===== config.mk =====
export PLATFORM = sky130hd
export DESIGN_NAME = obi_interlock
export DESIGN_NICKNAME = d
export VERILOG_FILES = /design/src/obi_pkg.sv /design/src/obi_interlock.sv
export SDC_FILE = /design/constraint.sdc
export NUM_CORES = 1
export LEC_CHECK = 0
export BUFFER_PORTS_ARGS = -buffer_cell sky130_fd_sc_hd__buf_2
export CORE_ASPECT_RATIO = 1.25
export CORE_MARGIN = 2
export CORE_UTILIZATION = 40
export DETAILED_ROUTE_END_ITERATION = 8
export GPL_TIMING_DRIVEN = 0
export PLACE_DENSITY = 0.7
export SYNTH_ARGS = -nofsm -noshare
export SYNTH_HDL_FRONTEND = slang
export SYNTH_SLANG_ARGS = --single-unit
export TNS_END_PERCENT = 100

===== constraint.sdc =====
create_clock -name clk_sys -period 2.95 [get_ports clk_sys]
set_clock_uncertainty 0.1 [all_clocks]
set_input_delay 0.1475 -clock clk_sys [delete_from_list [all_inputs] [get_ports clk_sys]]
set_output_delay 0.1475 -clock clk_sys [all_outputs]
set_load 0.1 [all_outputs]

===== src/obi_pkg.sv =====
// Purpose: Shared constants and carriers for the output breaker interlock.
// Assumes: 200 MHz system clock; one sampling tick drives all logic blocks.
// Notes:   Times are kept in their own unit; tick counts derive from them.
package obi_pkg;

  // Clock and sampling tick
  localparam int unsigned CLK_HZ = 200_000_000;
  localparam int unsigned CLK_PER_US = CLK_HZ / 1_000_000;
  localparam int unsigned BASE_UNIT_US = 1000;
  localparam int unsigned GROUP0_FACTOR = 3;
  localparam int unsigned TICK_US = BASE_UNIT_US * GROUP0_FACTOR;
  localparam int unsigned TICK_CYCLES = TICK_US * CLK_PER_US;

  // Block times in ms; least times round up to whole ticks
  localparam int unsigned ON_DELAY_MS = 4000;
  localparam int unsigned FB_PULSE_MS = 5000;
  localparam int unsigned CLOSE_PULSE_MS = 5000;
  localparam int unsigned MON_TIME_MS = 5000;
  localparam int unsigned ON_DELAY_TICKS =
    (ON_DELAY_MS * 1000 + TICK_US - 1) / TICK_US;
  localparam int unsigned FB_PULSE_TICKS =
    (FB_PULSE_MS * 1000 + TICK_US - 1) / TICK_US;
  localparam int unsigned CLOSE_PULSE_TICKS =
    (CLOSE_PULSE_MS * 1000 + TICK_US - 1) / TICK_US;
  localparam int unsigned MON_TICKS =
    (MON_TIME_MS * 1000 + TICK_US - 1) / TICK_US;

  // Register map (byte addresses)
  localparam logic [7:0] CTRL_OFS = 8'h00;
  localparam logic [7:0] STATUS_OFS = 8'h04;
  localparam logic [7:0] ISTAT_OFS = 8'h08;
  localparam logic [7:0] IMASK_OFS = 8'h0c;

  // Control fields
  localparam int CTRL_MON_EN_BIT = 0;
  localparam int CTRL_CLOSE_EN_BIT = 1;
  localparam logic [1:0] CTRL_RESET = 2'h3;

  // Interrupt events
  localparam int EV_MON_FAULT = 0;
  localparam int EV_TRIP = 1;
  localparam int EV_BRK_OPEN = 2;
  localparam int NUM_EV = 3;

  // Status fields (STATUS register bits 0..8)
  localparam int STATUS_W = 9;

  // Requests from the converter control, same clock domain
  typedef struct packed {
    logic fault_active;
    logic contactor_ctrl;
    logic operation_ctrl;
    logic on_request;
  } obi_conv_s;

  // Results back to the converter and to the breaker outputs
  typedef struct packed {
    logic breaker_release_do0;
    logic breaker_close_do1;
    logic line_contactor_fb;
    logic operation_enable;
    logic pulse_enable;
    logic switch_on_permit;
    logic contactor_fault;
  } obi_drv_s;

endpackage : obi_pkg


===== src/obi_interlock.sv =====
// Purpose: Sampled interlock between a motor converter and its output breaker.
// Assumes: Breaker and DC-link pins are asynchronous; converter signals are
//          on clk_sys. APB slave with zero wait states.
// Notes:   All logic blocks advance only on the common sampling tick.
//          Events latch in ISTAT; software clears them by writing ones.
//
// Overview of operation
// - Breaker-release output 0 carries the inverted converter fault status.
// - On-delay asserts only after contactor request stays high 4000 ms.
// - Feedback pulse generator starts from on-delay output, 5000 ms pulse.
// - OR feedback pulse with breaker-closed input; spare OR inputs are zero.
// - AND the OR result with contactor request; spare AND inputs are one.
// - AND result is the line-contactor feedback to the converter.
// - Operation enable comes straight from the breaker-closed input.
// - Flag a fault if feedback fails to follow request within 5000 ms.
// - Inverter pulses are enabled only while the breaker reports closed.
// - Close-command pulse generator starts from operation control, 5000 ms.
// - Close-command pulse drives breaker-close output 1.
// - Switch-on is permitted only while DC link voltage is present.
// - All blocks update together on one common sampling tick.
// - Sampling period is three base sampling units.
`timescale 1ns/1ps
module obi_interlock #(
  parameter int unsigned TICK_CYCLES = obi_pkg::TICK_CYCLES,
  parameter int unsigned ON_DELAY_TICKS = obi_pkg::ON_DELAY_TICKS,
  parameter int unsigned FB_PULSE_TICKS = obi_pkg::FB_PULSE_TICKS,
  parameter int unsigned CLOSE_PULSE_TICKS = obi_pkg::CLOSE_PULSE_TICKS,
  parameter int unsigned MON_TICKS = obi_pkg::MON_TICKS
) (
  input wire logic clk_sys,
  input wire logic nrst,
  input wire logic psel,
  input wire logic penable,
  input wire logic pwrite,
  input wire logic [7:0] paddr,
  input wire logic [31:0] pwdata,
  output logic [31:0] prdata,
  output logic pready,
  output logic pslverr,
  input wire obi_pkg::obi_conv_s conv,
  input wire logic breaker_closed_input,
  input wire logic dc_link_present,
  output obi_pkg::obi_drv_s drv,
  output logic irq
);
  import obi_pkg::*;

  ////////////////////////////////////////////////////////////////////////////
  // Pin synchronisers: first stage feeds only the second
  // Both reset to the open and absent levels, so no false edge follows
  logic [1:0] brk_meta_q, brk_meta_d;
  logic brk_s;
  always_comb begin
    brk_meta_d = {brk_meta_q[0], breaker_closed_input};
  end
  logic [1:0] dc_meta_q, dc_meta_d;
  logic dc_s;
  always_comb begin
    dc_meta_d = {dc_meta_q[0], dc_link_present};
  end
  always_ff @(posedge clk_sys or negedge nrst) begin
    if (!nrst) begin
      brk_meta_q <= 2'h0;
      dc_meta_q <= 2'h0;
    end else begin
      brk_meta_q <= brk_meta_d;
      dc_meta_q <= dc_meta_d;
    end
  end
  assign brk_s = brk_meta_q[1];
  assign dc_s = dc_meta_q[1];

  ////////////////////////////////////////////////////////////////////////////
  // Sampling tick: one period is three base units of the block group
  // A wide counter costs a few flops but fits any sampling period
  logic [31:0] tick_cnt_q, tick_cnt_d;
  logic tick;
  always_comb begin
    tick = (tick_cnt_q == 32'(TICK_CYCLES - 1));
    tick_cnt_d = tick ? 32'h0 : tick_cnt_q + 32'h1;
  end
  always_ff @(posedge clk_sys or negedge nrst) begin
    if (!nrst) begin
      tick_cnt_q <= 32'h0;
    end else begin
      tick_cnt_q <= tick_cnt_d;
    end
  end

  ////////////////////////////////////////////////////////////////////////////
  // Register file state
  logic [1:0] ctrl_q, ctrl_d;
  logic [NUM_EV-1:0] istat_q, istat_d, imask_q, imask_d;
  logic [NUM_EV-1:0] ev;
  logic wr_en, rd_en, mapped;
  always_comb begin
    wr_en = psel && penable && pwrite;
    rd_en = psel && penable && !pwrite;
    mapped = (paddr == CTRL_OFS) || (paddr == STATUS_OFS) ||
             (paddr == ISTAT_OFS) || (paddr == IMASK_OFS);
  end

  ////////////////////////////////////////////////////////////////////////////
  // On-delay on the contactor request
  // Sampled only on the tick; a dip between two ticks goes unseen
  // Counting stops once the output is set, so the counter cannot wrap
  logic [15:0] od_cnt_q, od_cnt_d;
  logic od_q, od_d;
  always_comb begin
    od_cnt_d = od_cnt_q;
    od_d = od_q;
    if (tick) begin
      if (!conv.contactor_ctrl) begin
        od_cnt_d = 16'h0;
        od_d = 1'b0;
      end else if (!od_q) begin
        if (od_cnt_q == 16'(ON_DELAY_TICKS - 1)) begin
          od_d = 1'b1;
        end else begin
          od_cnt_d = od_cnt_q + 16'h1;
        end
      end
    end
  end
  always_ff @(posedge clk_sys or negedge nrst) begin
    if (!nrst) begin
      od_cnt_q <= 16'h0;
      od_q <= 1'b0;
    end else begin
      od_cnt_q <= od_cnt_d;
      od_q <= od_d;
    end
  end

  ////////////////////////////////////////////////////////////////////////////
  // Pulse generators: 0 is the close command, 1 the feedback substitute
  // Edge memory follows the input every tick, so a held level fires once
  logic [1:0] pg_in;
  logic [1:0] pg_run_q, pg_run_d, pg_prev_q, pg_prev_d;
  logic [15:0] pg_cnt_q [2];
  logic [15:0] pg_cnt_d [2];
  logic [15:0] pg_len [2];
  assign pg_in[0] = conv.operation_ctrl;
  assign pg_in[1] = od_q;
  assign pg_len[0] = 16'(CLOSE_PULSE_TICKS);
  assign pg_len[1] = 16'(FB_PULSE_TICKS);

  for (genvar g = 0; g < 2; g++) begin : g_pg
    always_comb begin
      pg_run_d[g] = pg_run_q[g];
      pg_cnt_d[g] = pg_cnt_q[g];
      pg_prev_d[g] = pg_prev_q[g];
      if (tick) begin
        pg_prev_d[g] = pg_in[g];
        if (pg_run_q[g]) begin
          // Retriggers while running are ignored
          if (pg_cnt_q[g] == pg_len[g] - 16'h1) begin
            pg_run_d[g] = 1'b0;
          end else begin
            pg_cnt_d[g] = pg_cnt_q[g] + 16'h1;
          end
        end else if (pg_in[g] && !pg_prev_q[g]) begin
          pg_run_d[g] = 1'b1;
          pg_cnt_d[g] = 16'h0;
        end
      end
    end
    always_ff @(posedge clk_sys or negedge nrst) begin
      if (!nrst) begin
        pg_run_q[g] <= 1'b0;
        pg_prev_q[g] <= 1'b0;
        pg_cnt_q[g] <= 16'h0;
      end else begin
        pg_run_q[g] <= pg_run_d[g];
        pg_prev_q[g] <= pg_prev_d[g];
        pg_cnt_q[g] <= pg_cnt_d[g];
      end
    end

  end

  ////////////////////////////////////////////////////////////////////////////
  // Output logic, all updated on the tick
  // Spare gate inputs stay literal so the tie-offs remain visible
  logic or_res, and_res;
  obi_drv_s drv_q, drv_d;
  logic [15:0] mon_cnt_q, mon_cnt_d;
  always_comb begin
    or_res = pg_run_q[1] | brk_s | 1'b0 | 1'b0;
    and_res = or_res & conv.contactor_ctrl & 1'b1 & 1'b1;
    drv_d = drv_q;
    mon_cnt_d = mon_cnt_q;
    if (tick) begin
      drv_d.breaker_release_do0 = !conv.fault_active;
      drv_d.breaker_close_do1 = pg_run_q[0] &&
                                ctrl_q[CTRL_CLOSE_EN_BIT];
      drv_d.line_contactor_fb = and_res;
      drv_d.operation_enable = brk_s;
      drv_d.pulse_enable = brk_s;
      drv_d.switch_on_permit = conv.on_request && dc_s;
      // Supervise feedback against request; cleared once they agree
      // Either direction counts, but feedback is ANDed with the request, so a stuck-closed contact does not show
      if (!ctrl_q[CTRL_MON_EN_BIT] ||
          (conv.contactor_ctrl == drv_q.line_contactor_fb)) begin
        mon_cnt_d = 16'h0;
        drv_d.contactor_fault = 1'b0;
      end else if (!drv_q.contactor_fault) begin
        if (mon_cnt_q == 16'(MON_TICKS - 1)) begin
          drv_d.contactor_fault = 1'b1;
        end else begin
          mon_cnt_d = mon_cnt_q + 16'h1;
        end
      end
    end
  end
  always_ff @(posedge clk_sys or negedge nrst) begin
    if (!nrst) begin
      drv_q <= '0;
      mon_cnt_q <= 16'h0;
    end else begin
      drv_q <= drv_d;
      mon_cnt_q <= mon_cnt_d;
    end
  end
  assign drv = drv_q;

  ////////////////////////////////////////////////////////////////////////////
  // Registers and interrupt; a new event wins over a same-cycle clear
  // Close enable lets software keep the breaker open while commissioning
  logic brk_prev_q, brk_prev_d;
  always_comb begin
    brk_prev_d = brk_s;
    ev = '0;
    ev[EV_MON_FAULT] = drv_d.contactor_fault && !drv_q.contactor_fault;
    ev[EV_TRIP] = !drv_d.breaker_release_do0 && drv_q.breaker_release_do0;
    ev[EV_BRK_OPEN] = brk_prev_q && !brk_s;
    ctrl_d = ctrl_q;
    imask_d = imask_q;
    istat_d = istat_q;
    if (wr_en && paddr == CTRL_OFS) begin
      ctrl_d = pwdata[1:0];
    end
    if (wr_en && paddr == IMASK_OFS) begin
      imask_d = pwdata[NUM_EV-1:0];
    end
    if (wr_en && paddr == ISTAT_OFS) begin
      istat_d = istat_q & ~pwdata[NUM_EV-1:0];
    end
    istat_d = istat_d | ev;
  end
  always_ff @(posedge clk_sys or negedge nrst) begin
    if (!nrst) begin
      ctrl_q <= CTRL_RESET;
      imask_q <= '0;
      istat_q <= '0;
      brk_prev_q <= 1'b0;
    end else begin
      ctrl_q <= ctrl_d;
      imask_q <= imask_d;
      istat_q <= istat_d;
      brk_prev_q <= brk_prev_d;
    end
  end
  assign irq = |(istat_q & imask_q);

  // Read mux; zero wait states, unmapped addresses answer with an error
  // Status shows live levels only; nothing clears on a read
  logic [STATUS_W-1:0] status;
  always_comb begin
    status = {od_q, pg_run_q, drv_q.contactor_fault, drv_q.line_contactor_fb,
              drv_q.switch_on_permit, dc_s, brk_s,
              !drv_q.breaker_release_do0};
    prdata = 32'h0;
    if (rd_en) begin
      unique case (paddr)
        CTRL_OFS: prdata = {30'h0, ctrl_q};
        STATUS_OFS: prdata = {23'h0, status};
        ISTAT_OFS: prdata = {29'h0, istat_q};
        IMASK_OFS: prdata = {29'h0, imask_q};
        default: prdata = 32'h0;
      endcase
    end
  end
  assign pready = 1'b1;
  assign pslverr = psel && penable && !mapped;
endmodule : obi_interlock


==> impl_metrics.toml, run 1 <==
[run_status]
status = "completed"

[routing]
viasPerCell = 5.48
wl_um = 15500
drtPass1Iterations = 5
drc = 0
drt_iter0_drc = 439
vias = 5816
wl_per_cell_um = 14.6
drtAntennaViolNets = 0

[final_layout]
nFillCells = 1578
ff_latch_area_mm2 = 0.00301
multiInputGateArea_mm2 = 0.00348
drive_above_1_share_pct = 15.5
area.growth.synth_to_final_pct = 19.4
n_antenna_cell = 0
nets = 888

[global_routing]
grt_max_degree = 101
grt-ovfl-total = 0
antenna_found_initial = 0
first_global_vias = 5312
grt_use_total_pct = 17.7
grt_first_pass_wirelength_um = 25800

[synth]
synth-edff-count = 0
ys_seq_area_share_pct = 44.3
syn_inst = 739
ys_seq_elements = 120
synthArstFlopShare_pct = 100
synth_cell_types = 63
syn_area_mm2 = 0.00678
synth_warnings = 0
synth-main-ff-cell = "dfrtp_1"
avgSynthCellArea_um2 = 9.18

[worst_setup_path]
slowest_stage = "clkbuf_1"
path_common_cell = "clkbuf_1"
critPathTopFamily = "buffers and inverters"
startpoint_type = "flip-flop"
cp_cell_sequence = "clkbuf_1, clkbuf_1, and2_1, buf_2"
cp-end-kind = "output pin"
cp_max_fo = 10
critPathMaxStageDelay_ps = 450
critPathArrivalTime_ps = 2300
path_buf_inv = 3
crit_type = "reg2out"
worstPathRequired_ps = 2700

[clocking]
cts_setup_buffers = 0
root_buffer = "clkbuf_16"
cts_tree = "built"
htreeDepth = 4
cts_buffers = 17
insertion_delay_ps = 420
cts_sinks = 120
cts_buffer_depth = 2
clkTransAtPathRegs_ps = 60

[timing]
fin_crit_sh_pct = 86.5
rsz0062_at_grt = "false"
setup_tns_ps = 0
hold_viol_final = 0
tightestPinTransition_ps = 648
drv_slew = 0
relSlewSlack_pct = 56.6
min_period_ps = 2550
fmax_mhz = 392
final-setup-viol-count = 0

[power]
total_power_mw = 4.09
p_leak_nw = 3.50
ir_drop_uv = 437
powerDensity_mw_per_mm2 = 505

[placed_design]
portBuffers = 37
gp_congestion = 0.874
dpl.hpwl_um = 10700

[die]
io_pins = 93
fp.dieW_um = 120
coreArea_mm2 = 0.0167
die_h_um = 150
initial_core_util_pct = 40.6
rows = 53
die_area_mm2 = 0.0180

[worst_hold_path]
holdCritPathClass = "in2async"

[flow_run]
cap_violations = 0
synth_stat cells (4+ instances only):
cell      number  share of area [%]
o31ai_1       17                1.9
buf_2          6               0.44
a41oi_1        5               0.65
mux2i_1        9                1.3
xnor2_1       19                2.5
xor2_1        10                1.3
nor4_1        21                1.9
and3_1        20                1.8
nand4_1       20                1.8
nor2_1        49                2.7
and2_1        13                1.2
a21oi_1       16                1.2
or4_1          4               0.44
nor3b_1        7               0.77
nand2b_1      12                1.1
buf_4         27                3.0
mux2_2         7                1.2
nand3_1       63                4.6
nand4_2        4               0.74
nor4bb_1       6               0.89
and4_1         5               0.65
o21ai_0       23                1.7
nor4b_1        7               0.90
o211ai_1      13                1.4
ha_1           9                1.7
clkbuf_1      22                1.2
nor3_1        10               0.74
dfrtp_1      118                 44
nand2_1       89                4.9
o21ai_1       27                2.0
a31oi_1        8               0.74
inv_1         13               0.72
o21a_1         5               0.55
or3_1          8               0.74
metal layers:
layer / routed length [µm] / global-route usage [%] / share of wire [%] / vias to the layer above
met5: 0 / 0 / 0 / -
met4: 224 / 5.99 / 1.4 / 0
met3: 790 / 4.69 / 5.1 / 16
met2: 7560 / 29.5 / 49 / 154
met1: 6930 / 22.3 / 45 / 2810
li1: - / - / - / 2836
final timing paths:
check	startpoint	depth (start not counted)	slack (ps)	to
max	pg_run_q[1]$_DFFE_PN0N_	4	400	prdata[7]
min	nrst	2	40	pg_cnt_q[25]$_DFFE_PN0P_
max reg2reg	tick_cnt_q[0]$_DFF_PN0_	7	450	od_cnt_q[13]$_DFFE_PN0P_
min reg2reg	dc_meta_q[0]$_DFF_PN0_	0	250	dc_meta_q[1]$_DFF_PN0_
max in group asynchronous	nrst	3	1950	tick_cnt_q[24]$_DFF_PN0_
min in group clk_sys	paddr[0]	6	170	istat_q[1]$_DFF_PN0_
placed cells by master, fill, tap and decap left out, types with 5 or more instances in the layout:
cell type / count
nor4b_1: 7
a31oi_1: 8
o21a_1: 5
a21oi_1: 16
inv_1: 13
clkbuf_16: 17
o21ai_0: 23
o21ai_1: 27
clkinv_2: 5
a41oi_1: 5
ha_1: 9
dlygate4sd3_1: 10
nand3_1: 63
dfrtp_1: 118
nand2_1: 89
nor3b_1: 5
and3_1: 20
xnor2_1: 19
clkbuf_8: 6
nor4_1: 21
and4_1: 5
nor3_1: 10
clkbuf_1: 23
o31ai_1: 17
conb_1: 24
buf_4: 27
o211ai_1: 13
xor2_1: 10
buf_2: 42
mux2_2: 7
nor2_1: 49
or3_1: 8
mux2i_1: 9
nor4bb_1: 6
nand4_1: 20
and2_1: 13
nand2b_1: 12
stage by stage:
step | setup slack [ps] | hold WS [ps] | util [%] | std cells | cell area (µm²)
floorplan | 296 | -248 | - | 761 | 6870
global placement | 34.6 | 157 | 43.9 | 1018 | 7330
detailed placement | 61.1 | -82.8 | 44.1 | 1019 | 7360
CTS | 53.1 | 37.9 | 48.4 | 1061 | 8090
global route | 221 | 49.6 | 48.4 | 1061 | 8100
finish | 399 | 39.3 | 48.4 | 1061 | 8100
sequential cells by signal (all words and copies together) (netlist names):
name	cells
dc_meta_q	2
pg_cnt_q	32
brk_prev_q	1
od_q	1
drv	6
istat_q	3
mon_cnt_q	16
brk_meta_q	2
imask_q	3
od_cnt_q	16
ctrl_q	2
pg_prev_q	2
pg_run_q	2
tick_cnt_q	32
where the power goes:
group	internal (mW)	leakage, nW	switching [mW]
Clock	1.46	0.316	0.717
Sequential	1.65	1.51	0.00372
Combinational	0.0544	1.67	0.203
Total	3.16	3.50	0.924
final cells by class:
| class | instances | area share [%] |
|---|---|---|
| Buffer | 57 | 4.10 |
| Clock buffer | 24 | 6.32 |
| Clock inverter | 8 | 1.42 |
| Inverter | 14 | 0.649 |
| Multi-Input combinational cell | 570 | 43.0 |
| Sequential cell | 120 | 37.1 |
| Tap cell | 220 | 3.40 |
| Timing Repair Buffer | 48 | 3.94 |
what timing repair did:
action                                 4_1_cts  5_1_grt
setup endpoints to repair                    0        6
endpoints found under the hold margin      132        0
hold buffers                                10        0
resized for setup                            0        1
cell families after synthesis:
| family | after synthesis | synth area share [%] |
|---|---|---|
| AOI/OAI and AO/OA | 129 | 12.1 |
| xor gates and xnor gates | 29 | 3.75 |
| adders and majority gates | 9 | 1.66 |
| buffers and inverters | 71 | 5.66 |
| DFF | 120 | 44.3 |
| muxes | 18 | 2.99 |
| other | 2 | 0.111 |
| and+or+nand+nor | 361 | 29.4 |
Power figures use the tool's default switching activity.
==> inputs of run 2 (changes only) <==
CTS_BUF_LIST = sky130_fd_sc_hd__clkbuf_4 sky130_fd_sc_hd__clkbuf_8   (was unset)
SLEW_MARGIN = 20   (was unset)
clock period = 2.85 ns   (was 2.95 ns; I/O delays follow)
==> run 2 against run 1 <==
Net effect:
- clock-buffer cell count did not move
- wire length is 0.61% higher
- sequential cell count is the same
- combinational power rose by 3%
- setup slack got worse by 160 ps
==> impl_metrics.toml, run 2 (synthesis results as in run 1) <==
[run_status]
status = "completed"

[clocking]
cts_setup_buffers = 0
clkTransAtPathRegs_ps = 70
cts_buffers = 17
cts_sinks = 120
insertion_delay_ps = 450
cts_buffer_depth = 2
cts_tree = "built"
root_buffer = "clkbuf_8"
htreeDepth = 4

[power]
comb_power_share_pct = 7.3
swShare_pct = 24.5
total_power_mw = 3.63
p_leak_nw = 3.40
power.share.clock_pct = 45.5
ir_drop_uv = 299
seqPwrFrac_pct = 47.1
intPower_mw = 2.75
powerDensity_mw_per_mm2 = 460
p_sw_uw = 889

[global_routing]
grt_use_total_pct = 18.1
first_global_vias = 5378
antenna_found_initial = 0
grt_max_degree = 62
grt-ovfl-total = 0
grt_first_pass_wirelength_um = 26200

[worst_setup_path]
cp-end-kind = "output pin"
startpoint_type = "flip-flop"
path_buf_inv = 3
cp_cell_sequence = "clkbuf_1, clkbuf_1, and2_1, buf_2"
crit_type = "reg2out"
path_common_cell = "clkbuf_1"
critPathMaxStageDelay_ps = 440
worstPathRequired_ps = 2610
critPathTopFamily = "buffers and inverters"
critPathArrivalTime_ps = 2370
cp_max_fo = 10
slowest_stage = "clkbuf_1"

[die]
io_pins = 93
fp.dieW_um = 120
coreArea_mm2 = 0.0167
die_h_um = 150
rows = 53
initial_core_util_pct = 40.6
die_area_mm2 = 0.0180

[routing]
drtPass1Iterations = 5
drt_iter0_drc = 508
drc = 0
viasPerCell = 5.48
wl_um = 15600
wl_per_cell_um = 14.7
drtAntennaViolNets = 0
vias = 5815

[timing]
fmax_mhz = 383
tightestPinTransition_ps = 657
min_period_ps = 2610
relSlewSlack_pct = 56.0
fin_crit_sh_pct = 91.6
rsz0062_at_grt = "false"
setup_tns_ps = 0
final-setup-viol-count = 0
hold_viol_final = 0
drv_slew = 0

[final_layout]
nFillCells = 1598
final_common_cell = "dfrtp_1"
n_antenna_cell = 0
final_area_mm2 = 0.00790
multiInputGateArea_mm2 = 0.00348
ff_latch_area_mm2 = 0.00301
mostFrequentLayoutCells = "dfrtp_1, nand2_1, nand3_1"
final_cells = 1061
area.growth.synth_to_final_pct = 16.5
drive_above_1_share_pct = 15.6
nets = 888
reg.largest.list = "pg_cnt_q (32), tick_cnt_q (32)"
final_core_util_pct = 47.3

[placed_design]
portBuffers = 37
place_inst = 1019
gp_congestion = 0.874
placed_cell_area_mm2 = 0.00736
dpl.hpwl_um = 10800

[worst_hold_path]
holdCritPathClass = "in2reg"

[flow_run]
cap_violations = 0
## run 2: changes by cell type in the layout (fill, tap and decap cells not counted)
| cell | change |
|---|---|
| clkbuf_1 | -1 |
| clkbuf_16 | -17 |
| clkbuf_4 | +3 |
| clkbuf_8 | +15 |
| clkinv_2 | -1 |
| clkinvlp_4 | +1 |
## run 2: power by group through the flow
| stage | clock, mW | combinational (mW) | sequential (mW) |
|---|---|---|---|
| 6_report | 1.66 | 0.267 | 1.71 |
| 5_1_grt | 1.77 | 0.283 | 1.71 |
| 4_1_cts | 1.69 | 0.268 | 1.71 |
| 3_5_place_dp | 0 | 0.257 | 1.74 |
| 3_3_place_gp | 0 | 0.251 | 1.74 |
| 2_1_floorplan | 0 | 0.193 | 1.74 |
## run 2: area by class of cell
| class | instances | share of cell area [%] |
|---|---|---|
| repair buffers | 48 | 4.04 |
| multi-input cells | 570 | 44.1 |
| plain buffers | 57 | 4.20 |
| clock buffers | 24 | 3.94 |
| clock inverters | 8 | 1.49 |
| well taps | 220 | 3.49 |
| inverters | 14 | 0.665 |
| flip-flops and latches | 120 | 38.1 |
## run 2: per-stage QoR
stage / hold WS, ps / setup WS, ps
5_1_grt: 177 / 91.5
3_3_place_gp: 152 / -55.4
2_1_floorplan: -253 / 201
3_5_place_dp: 76.7 / -57.5
4_1_cts: 116 / 214
6_report: 145 / 241
## run 2: worst reg2reg max path: stages (launching register included)
cell	delay (ps)
dfrtp_1	420
ha_1	310
nand2_1	150
nor2_1	530
and4_1	280
buf_2	240
mux2_1	350
o31ai_1	60
## run 2: worst paths after layout
kind	end	slack, ps	depth (start not counted)	from
min	istat_q[1]$_DFF_PN0_	140	6	paddr[0]
max reg2reg	od_cnt_q[13]$_DFFE_PN0P_	320	7	tick_cnt_q[0]$_DFF_PN0_
max in group asynchronous	ctrl_q[0]$_DFFE_PN1P_	1770	3	nrst
min in group asynchronous	pg_cnt_q[25]$_DFFE_PN0P_	150	2	nrst
max	prdata[7]	240	4	pg_run_q[1]$_DFFE_PN0N_
min reg2reg	dc_meta_q[1]$_DFF_PN0_	260	0	dc_meta_q[0]$_DFF_PN0_
## run 2: metal layers
layer	share of wire (%)	global-route usage, %
met1	44	22.3
met2	50	30.7
met3	4.3	3.73
met4	1.8	7.56
met5	0	0
## run 2: what timing repair did
action                                  4_1_cts  5_1_grt
hold endpoints to repair                     74        0
resized for setup                             1        0
endpoints found under the setup margin        6        0
hold buffers                                 10        0
